[config.mk]
export PLATFORM = sky130hd
export DESIGN_NAME = sss_sequencer
export DESIGN_NICKNAME = d
export VERILOG_FILES = /design/src/inc/sss_pkg.sv /design/src/rtl/sss_sequencer.sv /design/src/rtl/sss_step_timer.sv /design/src/rtl/sss_wake_qual.sv
export SDC_FILE = /design/constraint.sdc
export NUM_CORES = 1
export LEC_CHECK = 0
export ABC_AREA = 1
export ABC_CLOCK_PERIOD_IN_PS = 4200
export BUFFER_PORTS_ARGS = -buffer_cell sky130_fd_sc_hd__buf_2
export CAP_MARGIN = 20
export CELL_PAD_IN_SITES_DETAIL_PLACEMENT = 2
export CELL_PAD_IN_SITES_GLOBAL_PLACEMENT = 2
export CORE_AREA = 4 4 174 92
export CTS_CLUSTER_SIZE = 12
export DETAILED_ROUTE_END_ITERATION = 10
export DIE_AREA = 0 0 178 96
export HOLD_SLACK_MARGIN = 0.03
export PLACE_DENSITY_LB_ADDON = 0.1
export SLEW_MARGIN = 5
export SYNTH_ARGS = -nofsm -noshare
export SYNTH_HDL_FRONTEND = slang
export SYNTH_SLANG_ARGS = --single-unit
export TNS_END_PERCENT = 1
[constraint.sdc]
create_clock -name CLK_IN -period 4.2 [get_ports CLK_IN]
set_clock_uncertainty 0.15 [all_clocks]
set_input_delay 0.63 -clock CLK_IN [delete_from_list [all_inputs] [get_ports CLK_IN]]
set_output_delay 0.63 -clock CLK_IN [all_outputs]
set_load 0.02 [all_outputs]
[src/inc/sss_pkg.sv]
// What this block does
// - Shallow sleep code plus go asserts halt-clock
// - Stop-grant variant: enabled wake releases halt-clock
// - Clock-stop variant: halt, clock, refresh, PLL standby
// - Wake reverses entry, clocks restart no later than halt-clock release
// - Shallow sleep keeps processor, memory, chipset context
// - Second state: clocks stop, refresh, processor off
// - Second state wake resets processor to boot
// - Third state: refresh, isolate memory, remove power
// - Third state wake repowers and resets devices
// - Deepest state powers off all devices
// - Firmware command port hibernate value goes to firmware
// - Sleep type field is three bits wide
// - Go bit and type arrive in one write
// - Wake flag set while platform sleeps
// - Sleep type field held across sleeping session
package sss_pkg;
  // ----------------------------------------------------------------
  // Register offsets
  // ----------------------------------------------------------------
  localparam logic [7:0] A_CTRL = 8'h00;
  localparam logic [7:0] A_STATUS = 8'h04;
  localparam logic [7:0] A_WAKE_EN = 8'h08;
  localparam logic [7:0] A_INT_STS = 8'h0C;
  localparam logic [7:0] A_INT_EN = 8'h10;
  localparam logic [7:0] A_INT_CLR = 8'h14;
  localparam logic [7:0] A_FW_CMD = 8'h18;
  // ----------------------------------------------------------------
  // Field positions
  // ----------------------------------------------------------------
  localparam int CTRL_TYP_LSB = 0;
  localparam int CTRL_GO_BIT = 3;
  localparam int CTRL_CS_BIT = 4;
  localparam int STAT_WAKE_BIT = 0;
  localparam int STAT_FSM_LSB = 4;
  localparam int STAT_STEP_LSB = 8;
  localparam int STAT_CPURST_BIT = 11;
  localparam int STAT_DEVRST_BIT = 12;
  localparam int STAT_SRC_LSB = 16;
  localparam int INT_SLEEP = 0;
  localparam int INT_WAKE = 1;
  localparam int INT_FW = 2;
  // ----------------------------------------------------------------
  // Codes and reset values
  // ----------------------------------------------------------------
  localparam logic [2:0] TYP_S1 = 3'h1;
  localparam logic [2:0] TYP_S2 = 3'h2;
  localparam logic [2:0] TYP_S3 = 3'h3;
  localparam logic [2:0] TYP_S4 = 3'h4;
  localparam logic [7:0] FW_HIB_REQ = 8'h40;
  localparam logic [7:0] RST_WAKE_EN = 8'h00;
  localparam logic [2:0] RST_INT_EN = 3'h0;
  // ----------------------------------------------------------------
  // Timing
  // ----------------------------------------------------------------
  localparam int CLK_PERIOD_NS = 5;
  localparam int STEP_NS = 100;
  localparam int STEP_CYC = (STEP_NS + CLK_PERIOD_NS - 1) / CLK_PERIOD_NS;
  // ----------------------------------------------------------------
  // Types
  // ----------------------------------------------------------------
  typedef enum logic [3:0] {
    ST_IDLE = 4'b0001,
    ST_ENTER = 4'b0010,
    ST_SLEEP = 4'b0100,
    ST_EXIT = 4'b1000
  } sss_state_e;
  typedef struct packed {
    logic pwr_off;
    logic mem_iso;
    logic cpu_off;
    logic pll_stby;
    logic self_ref;
    logic clk_stop;
    logic halt;
  } sss_ctl_s;
  typedef struct packed {
    logic wr;
    logic rd;
    logic [7:0] addr;
    logic [31:0] wdata;
  } sss_bus_s;
endpackage

[src/rtl/sss_sequencer.sv]
`timescale 1ns/1ps
module sss_sequencer (
  input logic CLK_IN,
  input logic NRST_IN,
  input logic CE_IN,
  input sss_pkg::sss_bus_s REG_BUS_IN,
  input logic [7:0] WAKE_SRC_IN,
  output logic [31:0] RDATA_OUT,
  output logic PROC_HALT_CLK_N_OUT,
  output sss_pkg::sss_ctl_s SEQ_CTL_OUT,
  output logic CPU_RESET_OUT,
  output logic DEV_RESET_OUT,
  output logic FW_REQ_OUT,
  output logic IRQ_OUT
);
  localparam int EXIT_MAX = 5 * sss_pkg::STEP_CYC + 10;

  typedef struct packed {
    sss_pkg::sss_state_e fsm;
    logic [2:0] typ;
    logic cs_mode;
    logic [2:0] act_typ;
    logic act_cs;
    logic [2:0] step;
    sss_pkg::sss_ctl_s ctl;
    logic halt_n;
    logic cpu_rst;
    logic dev_rst;
    logic wake_flag;
    logic [7:0] wake_en;
    logic [2:0] int_sts;
    logic [2:0] int_en;
    logic irq;
    logic fw_req;
    logic [31:0] rdata;
  } sss_main_s;
  sss_main_s st;
  sss_main_s next_st;
  logic tmr_start;
  logic tmr_done;
  logic wake;
  logic [7:0] wake_hit;
  logic [2:0] ev;
  logic [2:0] nsteps;
  logic [2:0] step_up;
  logic [2:0] step_dn;

  // ----------------------------------------------------------------
  // Sequence tables
  // ----------------------------------------------------------------
  // Controls asserted once n steps of the entry for type t are done
  function automatic sss_pkg::sss_ctl_s seq_ctl(input logic [2:0] t, input logic cs,
                                                input logic [2:0] n);
    sss_pkg::sss_ctl_s c;
    c = '0;
    if (t == sss_pkg::TYP_S1) begin
      // Power and memory stay up: all context but caches survives
      c.halt = (n >= 3'h1);
      c.clk_stop = cs && (n >= 3'h2);
      c.self_ref = cs && (n >= 3'h3);
      c.pll_stby = cs && (n >= 3'h4);
    end else if (t == sss_pkg::TYP_S2) begin
      c.halt = (n >= 3'h1);
      c.clk_stop = (n >= 3'h1);
      c.pll_stby = (n >= 3'h1);
      c.self_ref = (n >= 3'h2);
      c.cpu_off = (n >= 3'h3);
    end else if (t == sss_pkg::TYP_S3) begin
      c.self_ref = (n >= 3'h1);
      c.mem_iso = (n >= 3'h2);
      c.halt = (n >= 3'h3);
      c.clk_stop = (n >= 3'h3);
      c.pll_stby = (n >= 3'h3);
      c.cpu_off = (n >= 3'h3);
      c.pwr_off = (n >= 3'h3);
    end else if (t == sss_pkg::TYP_S4) begin
      c.halt = (n >= 3'h1);
      c.clk_stop = (n >= 3'h1);
      c.pll_stby = (n >= 3'h1);
      c.cpu_off = (n >= 3'h1);
      c.pwr_off = (n >= 3'h1);
    end
    return c;
  endfunction

  // Zero steps marks an unsupported sleep type code
  function automatic logic [2:0] seq_len(input logic [2:0] t, input logic cs);
    logic [2:0] l;
    l = 3'h0;
    if (t == sss_pkg::TYP_S1) begin
      l = cs ? 3'h4 : 3'h1;
    end else if (t == sss_pkg::TYP_S2 || t == sss_pkg::TYP_S3) begin
      l = 3'h3;
    end else if (t == sss_pkg::TYP_S4) begin
      l = 3'h1;
    end
    return l;
  endfunction

  // ----------------------------------------------------------------
  // Helpers
  // ----------------------------------------------------------------
  sss_step_timer u_tmr (
    .clk_in(CLK_IN),
    .nrst_in(NRST_IN),
    .ce_in(CE_IN),
    .start_in(tmr_start),
    .done_out(tmr_done)
  );

  sss_wake_qual u_wake (
    .clk_in(CLK_IN),
    .nrst_in(NRST_IN),
    .ce_in(CE_IN),
    .src_in(WAKE_SRC_IN),
    .en_in(st.wake_en),
    .hit_out(wake_hit),
    .wake_out(wake)
  );

  // ----------------------------------------------------------------
  // Next state
  // ----------------------------------------------------------------
  always_comb begin
    next_st = st;
    next_st.fw_req = 1'b0;
    next_st.rdata = 32'h0000_0000;
    tmr_start = 1'b0;
    ev = 3'h0;
    nsteps = seq_len(st.act_typ, st.act_cs);
    step_up = 3'(st.step + 3'h1);
    step_dn = 3'(st.step - 3'h1);
    // Register writes
    if (REG_BUS_IN.wr) begin
      if (REG_BUS_IN.addr == sss_pkg::A_CTRL) begin
        // Type field frozen outside idle so firmware can read it after wake
        if (st.fsm == sss_pkg::ST_IDLE) begin
          next_st.typ = REG_BUS_IN.wdata[sss_pkg::CTRL_TYP_LSB +: 3];
          next_st.cs_mode = REG_BUS_IN.wdata[sss_pkg::CTRL_CS_BIT];
        end
      end else if (REG_BUS_IN.addr == sss_pkg::A_STATUS) begin
        if (REG_BUS_IN.wdata[sss_pkg::STAT_WAKE_BIT]) begin
          next_st.wake_flag = 1'b0;
        end
      end else if (REG_BUS_IN.addr == sss_pkg::A_WAKE_EN) begin
        next_st.wake_en = REG_BUS_IN.wdata[7:0];
      end else if (REG_BUS_IN.addr == sss_pkg::A_INT_EN) begin
        next_st.int_en = REG_BUS_IN.wdata[2:0];
      end else if (REG_BUS_IN.addr == sss_pkg::A_INT_CLR) begin
        next_st.int_sts = st.int_sts & ~REG_BUS_IN.wdata[2:0];
      end else if (REG_BUS_IN.addr == sss_pkg::A_FW_CMD) begin
        if (REG_BUS_IN.wdata[7:0] == sss_pkg::FW_HIB_REQ) begin
          next_st.fw_req = 1'b1;
          ev[sss_pkg::INT_FW] = 1'b1;
        end
      end
    end
    // Register reads, data shown in the following cycle only
    if (REG_BUS_IN.rd) begin
      if (REG_BUS_IN.addr == sss_pkg::A_CTRL) begin
        next_st.rdata[sss_pkg::CTRL_TYP_LSB +: 3] = st.typ;
        next_st.rdata[sss_pkg::CTRL_CS_BIT] = st.cs_mode;
      end else if (REG_BUS_IN.addr == sss_pkg::A_STATUS) begin
        next_st.rdata[sss_pkg::STAT_WAKE_BIT] = st.wake_flag;
        next_st.rdata[sss_pkg::STAT_FSM_LSB +: 4] = st.fsm;
        next_st.rdata[sss_pkg::STAT_STEP_LSB +: 3] = st.step;
        next_st.rdata[sss_pkg::STAT_CPURST_BIT] = st.cpu_rst;
        next_st.rdata[sss_pkg::STAT_DEVRST_BIT] = st.dev_rst;
        next_st.rdata[sss_pkg::STAT_SRC_LSB +: 8] = wake_hit;
      end else if (REG_BUS_IN.addr == sss_pkg::A_WAKE_EN) begin
        next_st.rdata[7:0] = st.wake_en;
      end else if (REG_BUS_IN.addr == sss_pkg::A_INT_STS) begin
        next_st.rdata[2:0] = st.int_sts;
      end else if (REG_BUS_IN.addr == sss_pkg::A_INT_EN) begin
        next_st.rdata[2:0] = st.int_en;
      end
    end
    // Sequencer
    case (st.fsm)
      sss_pkg::ST_IDLE: begin
        // Go bit is consumed here and never stored
        if (REG_BUS_IN.wr && REG_BUS_IN.addr == sss_pkg::A_CTRL &&
            REG_BUS_IN.wdata[sss_pkg::CTRL_GO_BIT] &&
            seq_len(REG_BUS_IN.wdata[sss_pkg::CTRL_TYP_LSB +: 3],
                    REG_BUS_IN.wdata[sss_pkg::CTRL_CS_BIT]) != 3'h0) begin
          next_st.act_typ = REG_BUS_IN.wdata[sss_pkg::CTRL_TYP_LSB +: 3];
          next_st.act_cs = REG_BUS_IN.wdata[sss_pkg::CTRL_CS_BIT];
          next_st.step = 3'h0;
          next_st.fsm = sss_pkg::ST_ENTER;
          tmr_start = 1'b1;
        end
      end
      sss_pkg::ST_ENTER: begin
        if (tmr_done) begin
          next_st.step = step_up;
          next_st.ctl = seq_ctl(st.act_typ, st.act_cs, step_up);
          if (step_up == nsteps) begin
            next_st.fsm = sss_pkg::ST_SLEEP;
            ev[sss_pkg::INT_SLEEP] = 1'b1;
          end else begin
            tmr_start = 1'b1;
          end
        end
      end
      sss_pkg::ST_SLEEP: begin
        if (wake) begin
          next_st.fsm = sss_pkg::ST_EXIT;
          tmr_start = 1'b1;
          next_st.cpu_rst = (st.act_typ != sss_pkg::TYP_S1);
          next_st.dev_rst = (st.act_typ == sss_pkg::TYP_S3) ||
                            (st.act_typ == sss_pkg::TYP_S4);
        end
      end
      sss_pkg::ST_EXIT: begin
        // Steps undone last-first: clocks return no later than the step that lifts halt
        if (tmr_done) begin
          next_st.step = step_dn;
          next_st.ctl = seq_ctl(st.act_typ, st.act_cs, step_dn);
          if (step_dn == 3'h0) begin
            next_st.fsm = sss_pkg::ST_IDLE;
            next_st.cpu_rst = 1'b0;
            next_st.dev_rst = 1'b0;
            ev[sss_pkg::INT_WAKE] = 1'b1;
          end else begin
            tmr_start = 1'b1;
          end
        end
      end
      default: begin
        next_st.fsm = sss_pkg::ST_IDLE;
      end
    endcase
    // Hardware set wins over a software clear in the same cycle
    if (next_st.fsm == sss_pkg::ST_SLEEP) begin
      next_st.wake_flag = 1'b1;
    end
    next_st.int_sts = next_st.int_sts | ev;
    next_st.irq = |(next_st.int_sts & next_st.int_en);
    next_st.halt_n = ~next_st.ctl.halt;
  end

  always_ff @(posedge CLK_IN or negedge NRST_IN) begin
    if (!NRST_IN) begin
      st <= '0;
      st.fsm <= sss_pkg::ST_IDLE;
      st.halt_n <= 1'b1;
      st.wake_en <= sss_pkg::RST_WAKE_EN;
      st.int_en <= sss_pkg::RST_INT_EN;
    end else if (CE_IN) begin
      st <= next_st;
    end
  end

  assign RDATA_OUT = st.rdata;
  assign PROC_HALT_CLK_N_OUT = st.halt_n;
  assign SEQ_CTL_OUT = st.ctl;
  assign CPU_RESET_OUT = st.cpu_rst;
  assign DEV_RESET_OUT = st.dev_rst;
  assign FW_REQ_OUT = st.fw_req;
  assign IRQ_OUT = st.irq;

  // ----------------------------------------------------------------
  // Assertions
  // ----------------------------------------------------------------
  property p_s1_halt;
    @(posedge CLK_IN) disable iff (!NRST_IN || !CE_IN)
    st.fsm == sss_pkg::ST_SLEEP && st.act_typ == sss_pkg::TYP_S1 |-> !PROC_HALT_CLK_N_OUT;
  endproperty
  a_s1_halt: assert property (p_s1_halt) else $error("halt clock not asserted");

  property p_sg_release;
    @(posedge CLK_IN) disable iff (!NRST_IN || !CE_IN)
    st.fsm == sss_pkg::ST_SLEEP && st.act_typ == sss_pkg::TYP_S1 && !st.act_cs && wake
    |-> ##[1:EXIT_MAX] PROC_HALT_CLK_N_OUT;
  endproperty
  a_sg_release: assert property (p_sg_release) else $error("halt clock not released");

  property p_cs_order;
    @(posedge CLK_IN) disable iff (!NRST_IN || !CE_IN)
    $rose(st.ctl.pll_stby) && st.act_typ == sss_pkg::TYP_S1
    |-> st.ctl.halt && st.ctl.clk_stop && st.ctl.self_ref && $past(st.ctl.self_ref);
  endproperty
  a_cs_order: assert property (p_cs_order) else $error("clock stop order wrong");

  property p_clk_first;
    @(posedge CLK_IN) disable iff (!NRST_IN || !CE_IN)
    $fell(st.ctl.halt) |-> !st.ctl.pll_stby && !st.ctl.clk_stop && !st.ctl.pwr_off;
  endproperty
  a_clk_first: assert property (p_clk_first) else $error("processor resumed first");

  property p_s2_order;
    @(posedge CLK_IN) disable iff (!NRST_IN || !CE_IN)
    $rose(st.ctl.cpu_off) && st.act_typ == sss_pkg::TYP_S2
    |-> st.ctl.self_ref && st.ctl.pll_stby && !st.ctl.pwr_off;
  endproperty
  a_s2_order: assert property (p_s2_order) else $error("second state order wrong");

  property p_s2_reset;
    @(posedge CLK_IN) disable iff (!NRST_IN || !CE_IN)
    st.fsm == sss_pkg::ST_EXIT && st.act_typ == sss_pkg::TYP_S2 |-> st.cpu_rst && !st.dev_rst;
  endproperty
  a_s2_reset: assert property (p_s2_reset) else $error("second state reset wrong");

  property p_s3_order;
    @(posedge CLK_IN) disable iff (!NRST_IN || !CE_IN)
    $rose(st.ctl.pwr_off) && st.act_typ == sss_pkg::TYP_S3
    |-> st.ctl.mem_iso && $past(st.ctl.mem_iso) && st.ctl.self_ref;
  endproperty
  a_s3_order: assert property (p_s3_order) else $error("third state order wrong");

  property p_s3_reset;
    @(posedge CLK_IN) disable iff (!NRST_IN || !CE_IN)
    st.fsm == sss_pkg::ST_EXIT && st.act_typ == sss_pkg::TYP_S3 |-> st.cpu_rst && st.dev_rst;
  endproperty
  a_s3_reset: assert property (p_s3_reset) else $error("third state reset missing");

  property p_s4_off;
    @(posedge CLK_IN) disable iff (!NRST_IN || !CE_IN)
    st.fsm == sss_pkg::ST_SLEEP && st.act_typ == sss_pkg::TYP_S4
    |-> st.ctl.pwr_off && st.ctl.cpu_off;
  endproperty
  a_s4_off: assert property (p_s4_off) else $error("deepest state not off");

  property p_fw_req;
    @(posedge CLK_IN) disable iff (!NRST_IN || !CE_IN)
    REG_BUS_IN.wr && REG_BUS_IN.addr == sss_pkg::A_FW_CMD &&
    REG_BUS_IN.wdata[7:0] == sss_pkg::FW_HIB_REQ |=> FW_REQ_OUT ##1
    (!FW_REQ_OUT || $past(REG_BUS_IN.wr && REG_BUS_IN.wdata[7:0] == sss_pkg::FW_HIB_REQ));
  endproperty
  a_fw_req: assert property (p_fw_req) else $error("firmware request not passed");

  property p_wake_flag;
    @(posedge CLK_IN) disable iff (!NRST_IN || !CE_IN)
    st.fsm == sss_pkg::ST_SLEEP |-> st.wake_flag;
  endproperty
  a_wake_flag: assert property (p_wake_flag) else $error("wake flag not set");

  property p_typ_hold;
    @(posedge CLK_IN) disable iff (!NRST_IN || !CE_IN)
    st.fsm != sss_pkg::ST_IDLE |=> $stable(st.typ);
  endproperty
  a_typ_hold: assert property (p_typ_hold) else $error("sleep type changed");

  property p_go_zero;
    @(posedge CLK_IN) disable iff (!NRST_IN || !CE_IN)
    REG_BUS_IN.rd && REG_BUS_IN.addr == sss_pkg::A_CTRL |=> !RDATA_OUT[sss_pkg::CTRL_GO_BIT];
  endproperty
  a_go_zero: assert property (p_go_zero) else $error("go bit read as one");

  property p_no_wake;
    @(posedge CLK_IN) disable iff (!NRST_IN || !CE_IN)
    st.fsm == sss_pkg::ST_SLEEP && !wake |=> st.fsm == sss_pkg::ST_SLEEP;
  endproperty
  a_no_wake: assert property (p_no_wake) else $error("left sleep without wake");

  c_s1_cycle: cover property (@(posedge CLK_IN) st.fsm == sss_pkg::ST_EXIT &&
                              st.act_typ == sss_pkg::TYP_S1 ##[1:EXIT_MAX] PROC_HALT_CLK_N_OUT);
  c_s3_exit: cover property (@(posedge CLK_IN) $fell(st.dev_rst));
  c_fw: cover property (@(posedge CLK_IN) FW_REQ_OUT);
endmodule // sss_sequencer

[src/rtl/sss_step_timer.sv]
`timescale 1ns/1ps
module sss_step_timer (
  input logic clk_in,
  input logic nrst_in,
  input logic ce_in,
  input logic start_in,
  output logic done_out
);
  typedef struct packed {
    logic busy;
    logic done;
    logic [7:0] cnt;
  } sss_tmr_s;
  sss_tmr_s st;
  sss_tmr_s next_st;

  always_comb begin
    next_st = st;
    next_st.done = 1'b0;
    if (start_in) begin
      next_st.busy = 1'b1;
      next_st.cnt = 8'(sss_pkg::STEP_CYC - 1);
    end else if (st.busy) begin
      if (st.cnt == 8'h00) begin
        next_st.busy = 1'b0;
        next_st.done = 1'b1;
      end else begin
        next_st.cnt = st.cnt - 8'h01;
      end
    end
  end

  always_ff @(posedge clk_in or negedge nrst_in) begin
    if (!nrst_in) begin
      st <= '0;
    end else if (ce_in) begin
      st <= next_st;
    end
  end

  assign done_out = st.done;
endmodule // sss_step_timer

[src/rtl/sss_wake_qual.sv]
`timescale 1ns/1ps
module sss_wake_qual (
  input logic clk_in,
  input logic nrst_in,
  input logic ce_in,
  input logic [7:0] src_in,
  input logic [7:0] en_in,
  output logic [7:0] hit_out,
  output logic wake_out
);
  typedef struct packed {
    logic wake;
    logic [7:0] hit;
  } sss_wq_s;
  sss_wq_s st;
  sss_wq_s next_st;
  logic [7:0] hit_c;

  // Disabled sources are masked off bit by bit
  genvar i;
  generate
    for (i = 0; i < 8; i++) begin : g_src
      assign hit_c[i] = src_in[i] & en_in[i];
    end
  endgenerate

  always_comb begin
    next_st = st;
    next_st.hit = hit_c;
    next_st.wake = |hit_c;
  end

  always_ff @(posedge clk_in or negedge nrst_in) begin
    if (!nrst_in) begin
      st <= '0;
    end else if (ce_in) begin
      st <= next_st;
    end
  end

  assign hit_out = st.hit;
  assign wake_out = st.wake;
endmodule // sss_wake_qual

* After elaboration in Yosys (flattened, before gate mapping)
Index checks and enable logic that the tools add are counted.
** Operators by class
- Add/sub/neg operators :: 3
- Order comparisons :: 8
- Equality and inequality tests :: 29
- Multiplexer cells :: 99
- Bitwise operators :: 15
- Reductions and logical operators :: 33
** Operators by type and width (count)
- $mux 8 :: 7
- $mux 3 :: 16
- $mux 1 :: 38
- $mux 4 :: 9
- $mux 10 :: 3
- $mux 15 :: 2
- $eq 8x5->1 const B :: 3
- $mux 2 :: 12
- $mux 5 :: 4
- $reduce_and 5->1 :: 4
- $eq 8x4->1 const B :: 2
- $logic_not 8->1 :: 2
- $pmux 4 s4 :: 1
- $mux 14 :: 1
- $pmux 7 s2 :: 1
- $mux 13 :: 1
- $eq 3x2->1 const B :: 4
- $ge 3x2->1 const B :: 4
- $reduce_bool 2->1 :: 6
- $ne 2x1->1 const B :: 5
- $logic_and 1x1->1 :: 9
- $pmux 3 s3 :: 1
- $and 1x1->1 :: 8
- $eq 4x3->1 const B :: 2
- other kinds (29) :: 42
** Word-level totals
- Register bits :: 82
- Input bits :: 53
- Output and inout bits :: 44
- Word-level logic and storage cells :: 215

* Depth between registers and ports, before layout
- Word-level depth :: 12
- Mapped depth :: 14
- Gate-level depth less buffers :: 14

* By module
Synthesis repeated with hierarchy kept, for this count alone.
** Second synthesis, totals
- Cells, all modules :: 637
- Area total of the unflattened synthesis :: 4913.5 sq um
** By module, submodules not included
- sss_sequencer :: times used 1, cells an instance 508, area an instance 3858.7 sq um, seq. area each 1579.0 sq um
- sss_step_timer :: times used 1, cells an instance 84, area an instance 673.1 sq um, seq. area each 250.2 sq um
- sss_wake_qual :: times used 1, cells an instance 45, area an instance 381.6 sq um, seq. area each 225.2 sq um

* Worst setup path after synthesis
Ideal clock, no wire load.
- Path type :: flip-flop to flip-flop
- Start :: register st[59] (netlist bit)
- End :: register st (netlist bit SEQ_CTL_OUT[0])
- Setup time :: 0.121 ns
- Arrival time :: 1.954 ns
- Required time :: 3.929 ns
- Path slack :: 1.975 ns
- Stages on the path, launching flop included :: 14
- Buffers on the path :: 0
- Clock period less this slack :: 2.225 ns
- Path through :: dfrtp_1 clkinv_1 ha_1 ha_1 nor2_1 nand2_1 inv_1 o21ai_0 a21oi_1 nand2_1 nand2_1 nand2_1 nand2_1 a21oi_1
** On the way
- Cells in the longest elaborated chain, start to end :: 8
- Elaborated cells on any way between the ends :: 17
- Those cells by class :: 2 x add/sub; 4 x order compare; 11 x mux
** Ends and longest elaborated chain
- from (decl) :: line sss_sequencer.sv:37 : sss_main_s st;
- from (signal assigned) :: line sss_sequencer.sv:250 : st <= next_st;
- $sub 3x1->3 or $add 3x1->3 (tied branches) :: line sss_sequencer.sv:132, sss_sequencer.sv:131
- $ge 3x1->1 :: line sss_sequencer.sv:58, sss_sequencer.sv:63, sss_sequencer.sv:77
- $mux 2 :: line sss_sequencer.sv:76 : end else if (t == sss_pkg::TYP_S4) begin
- $mux 2 :: line sss_sequencer.sv:68 : end else if (t == sss_pkg::TYP_S3) begin
- $mux 5 :: line sss_sequencer.sv:62 : end else if (t == sss_pkg::TYP_S2) begin
- $mux 4 :: line sss_sequencer.sv:56 : if (t == sss_pkg::TYP_S1) begin
- $mux 10 (on tied branches) :: line sss_sequencer.sv:216, sss_sequencer.sv:194
- $pmux 7 s2 * :: line sss_sequencer.sv:179 : case (st.fsm)
Every way passes the cells marked *; elsewhere a longest branch is shown, timed or not. The select of a mux whose other input is x is not followed.
A chain may end at the register's enable or synchronous reset.

* Final worst setup path
Ends and elaborated chain as after synthesis.

==> results.ini <==
[outcome]
status = finished clean

[setup_path]
worst-path-max-fanout = 11
crit_path_start_kind = flop
endpoint = SEQ_CTL_OUT[0]$_DFFE_PN0P_
critPathCaptureType = flop
critPathArrivalTime_ps = 2890
reg2reg_depth = 13
r2r_end = SEQ_CTL_OUT[0]$_DFFE_PN0P_
cp.required_ps = 4320
critical_path_class = flop to flop
crit_start = st[59]$_DFFE_PN0P_
r2r_slack_ps = 1430
r2r_start = st[59]$_DFFE_PN0P_

[timing]
layout_min_cycle_time_ps = 2772
fin_hold_ws_ps = 252.6
fmax_mhz = 360.8
relSlewSlack = 0.3896
fin_crit_sh = 0.6600
grt_setup_unrepaired = false
setup_ws_ps = 1428
drv_slew = 0
finalHoldViolations = 0
worst_slew_pin_slew_ps = 915.6
setup_violations = 0
final.setup.tns_ps = 0

[grt]
grt_pass1_vias = 4526
grt_first_pass_wirelength_mm = 24.28
grt_overflow = 0
grtUsageTotal = 0.1829
grt_start_max_net_pins = 68
antenna_found_initial = 0

[clock_tree]
ctsResizeCount = 0
htree_num_levels = 3
numCtsBuffers = 9
cts_tree = done
post_cts_buffers = 0
cts_root_buf = clkbuf_16
cts.clk_slew.worst_paths_ps = 70
clk_latency_ps = 340
cts_sinks = 82
cts_hold_buf = 0
cts_buffer_depth = 2

[place]
port_buffers = 61
post-place-cells = 842
place_hpwl_mm = 11.28
place.gp.congestion = 0.8189
pre_cts_ws_ps = 1416

[floorplan]
rows = 31
dieArea_um2 = 17090
die_h_um = 96
start_util = 0.3360
dieWidth_um = 178
core-area_um2 = 14310
io_pins = 97

[synthesis]
yosys_register_bits = 82
yosysWarnings = 0
synth.distinct_cells = 41
yosys-top-cells-area = dfrtp_1 42%, nand2_1 13%, o21ai_0 7.5%
synth_top_area_frac = 0.4162
synth_seq_area_share = 0.4272
post_synth_inst_count = 619
synth_top_area_cell = dfrtp_1
avgSynthCellArea_um2 = 7.770
syn-cell-area_um2 = 4810

[hold_path]
hold_class = input port to asynchronous set/reset pin

[finish]
area_growth_pct = 12.44
final-instance-count-excl-fill = 858
utilization = 0.3778
finalNetCount = 716
drive_gt1_frac = 0.1803
num_antenna_cells = 0
fillCellCount = 1696

[routing]
drc = 0
viasPerCell = 4.901
wl_per_cell_um = 17.29
drt_pre_antenna_iters = 4
drt_wl_total_mm = 14.83
via_count = 4205
drt_iter0_markers = 177
drtAntennaViolNets = 0

[pwr]
leakagePower_nw = 2.712
powerDensity_nw_per_um2 = 391.2
ir_worst_vdd_mv = 0.1615

[job]
max-cap-violations = 0

## synth_stat cells (all sizes together)
| cell type | instances |
|---|---|
| dfstp | 2 |
| a32o | 8 |
| nand2 | 168 |
| o21a | 2 |
| xor2 | 6 |
| nor2 | 54 |
| nand3b | 3 |
| clkinv | 1 |
| mux2 | 1 |
| o221ai | 1 |
| o2111ai | 1 |
| nand3 | 43 |
| o31ai | 3 |
| or2 | 2 |
| conb | 1 |
| buf | 41 |
| inv | 70 |
| a211oi | 1 |
| a31oi | 5 |
| nor3 | 5 |
| o21ai | 72 |
| dfrtp | 80 |
| nand4 | 6 |
| o22ai | 2 |
| ha | 8 |
| a21oi | 21 |
| clkbuf | 9 |
| o211ai | 3 |
## state kept, by name, indices dropped and copies added, names as in the netlist, 7 cells and up
name and count:
u_tmr.st 9, u_wake.hit_out 8, st 30, SEQ_CTL_OUT 7, RDATA_OUT 21
## worst max-delay path: stages, from the launching register on
cell,delay (ps)
dfrtp_1,450
clkinv_1,320
ha_1,480
inv_1,200
nor2_1,90
nand2_1,90
inv_1,70
o21ai_0,310
a21oi_1,80
nand2_1,120
nand2_1,70
nand2_1,80
nand2_1,70
a21oi_1,120
## through the flow
stage,total power [W],instance area (um^2)
floorplan,0.001189,4847
global placement,0.001281,5096
detailed placement,0.001298,5096
CTS,0.002155,5408
global route,0.002244,5408
finish,0.002116,5408
## where the power goes
part           switching [W]  internal, W
logic               0.000235     0.000131
clock network       0.000354     0.000484
registers          0.0000560     0.000857
## final cells by class
cell class	instances	area, um^2	area share
clock buffers	10	239.0	0.04419
clock inverters	6	72.57	0.01342
inverters	71	269.0	0.04975
multi-input cells	426	2187	0.4044
flip-flops and latches	82	2054	0.3799
well taps	198	247.7	0.04581
repair buffers	65	337.8	0.06247
## metal layers
layer,up-vias,GRT usage,share of wire
li1,2041,-,-
met1,2096,0.2527,0.51
met2,57,0.3031,0.45
met3,11,0.03571,0.029
met4,0,0.03408,0.0092
met5,-,0,0
## cell usage in the layout, fill, tap and decap left out, types with 2 or more instances in the layout
| cell | count |
|---|---|
| o21a_1 | 2 |
| ha_1 | 8 |
| inv_6 | 2 |
| nand2_4 | 3 |
| nand2_2 | 2 |
| dfrtp_1 | 80 |
| dfstp_2 | 2 |
| o31ai_1 | 3 |
| inv_2 | 6 |
| nand2_1 | 163 |
| nand3_2 | 3 |
| a32o_1 | 8 |
| xor2_1 | 6 |
| nor2_1 | 43 |
| o211ai_1 | 3 |
| nor2_2 | 5 |
| nor2_4 | 6 |
| clkbuf_16 | 9 |
| or2_2 | 2 |
| nor3_1 | 3 |
| a21oi_1 | 19 |
| buf_4 | 5 |
| nand4_1 | 6 |
| inv_1 | 63 |
| nand3_4 | 2 |
| o21ai_0 | 72 |
| clkinv_4 | 2 |
| o22ai_1 | 2 |
| conb_1 | 11 |
| a31oi_1 | 5 |
| nand3b_1 | 3 |
| buf_2 | 60 |
| nand3_1 | 38 |
## logic make-up after synthesis
family,synth area share
other,0.0007797
XOR/XNOR,0.01093
flip-flops,0.4272
adder cells (fa/ha/maj),0.02081
AO/OA/AOI/OAI,0.1444
buffers and inverters,0.1259
multiplexers,0.002341
AND/OR/NAND/NOR,0.2677
## worst min path at each step
| stage | to | slack, ps |
|---|---|---|
| 3_3_place_gp | u_tmr.st[7]$_DFFE_PN0P_ | 300 |
| 6_report | RDATA_OUT[9]$_DFFE_PN0P_ | 250 |
| 2_1_floorplan | CPU_RESET_OUT$_DFFE_PN0P_ | 180 |
| 4_1_cts | RDATA_OUT[21]$_DFFE_PN0P_ | 300 |
| 5_1_grt | RDATA_OUT[9]$_DFFE_PN0P_ | 310 |
| 3_5_place_dp | RDATA_OUT[2]$_DFFE_PN0P_ | 310 |
Note: power is estimated with default switching activity, not from simulation.
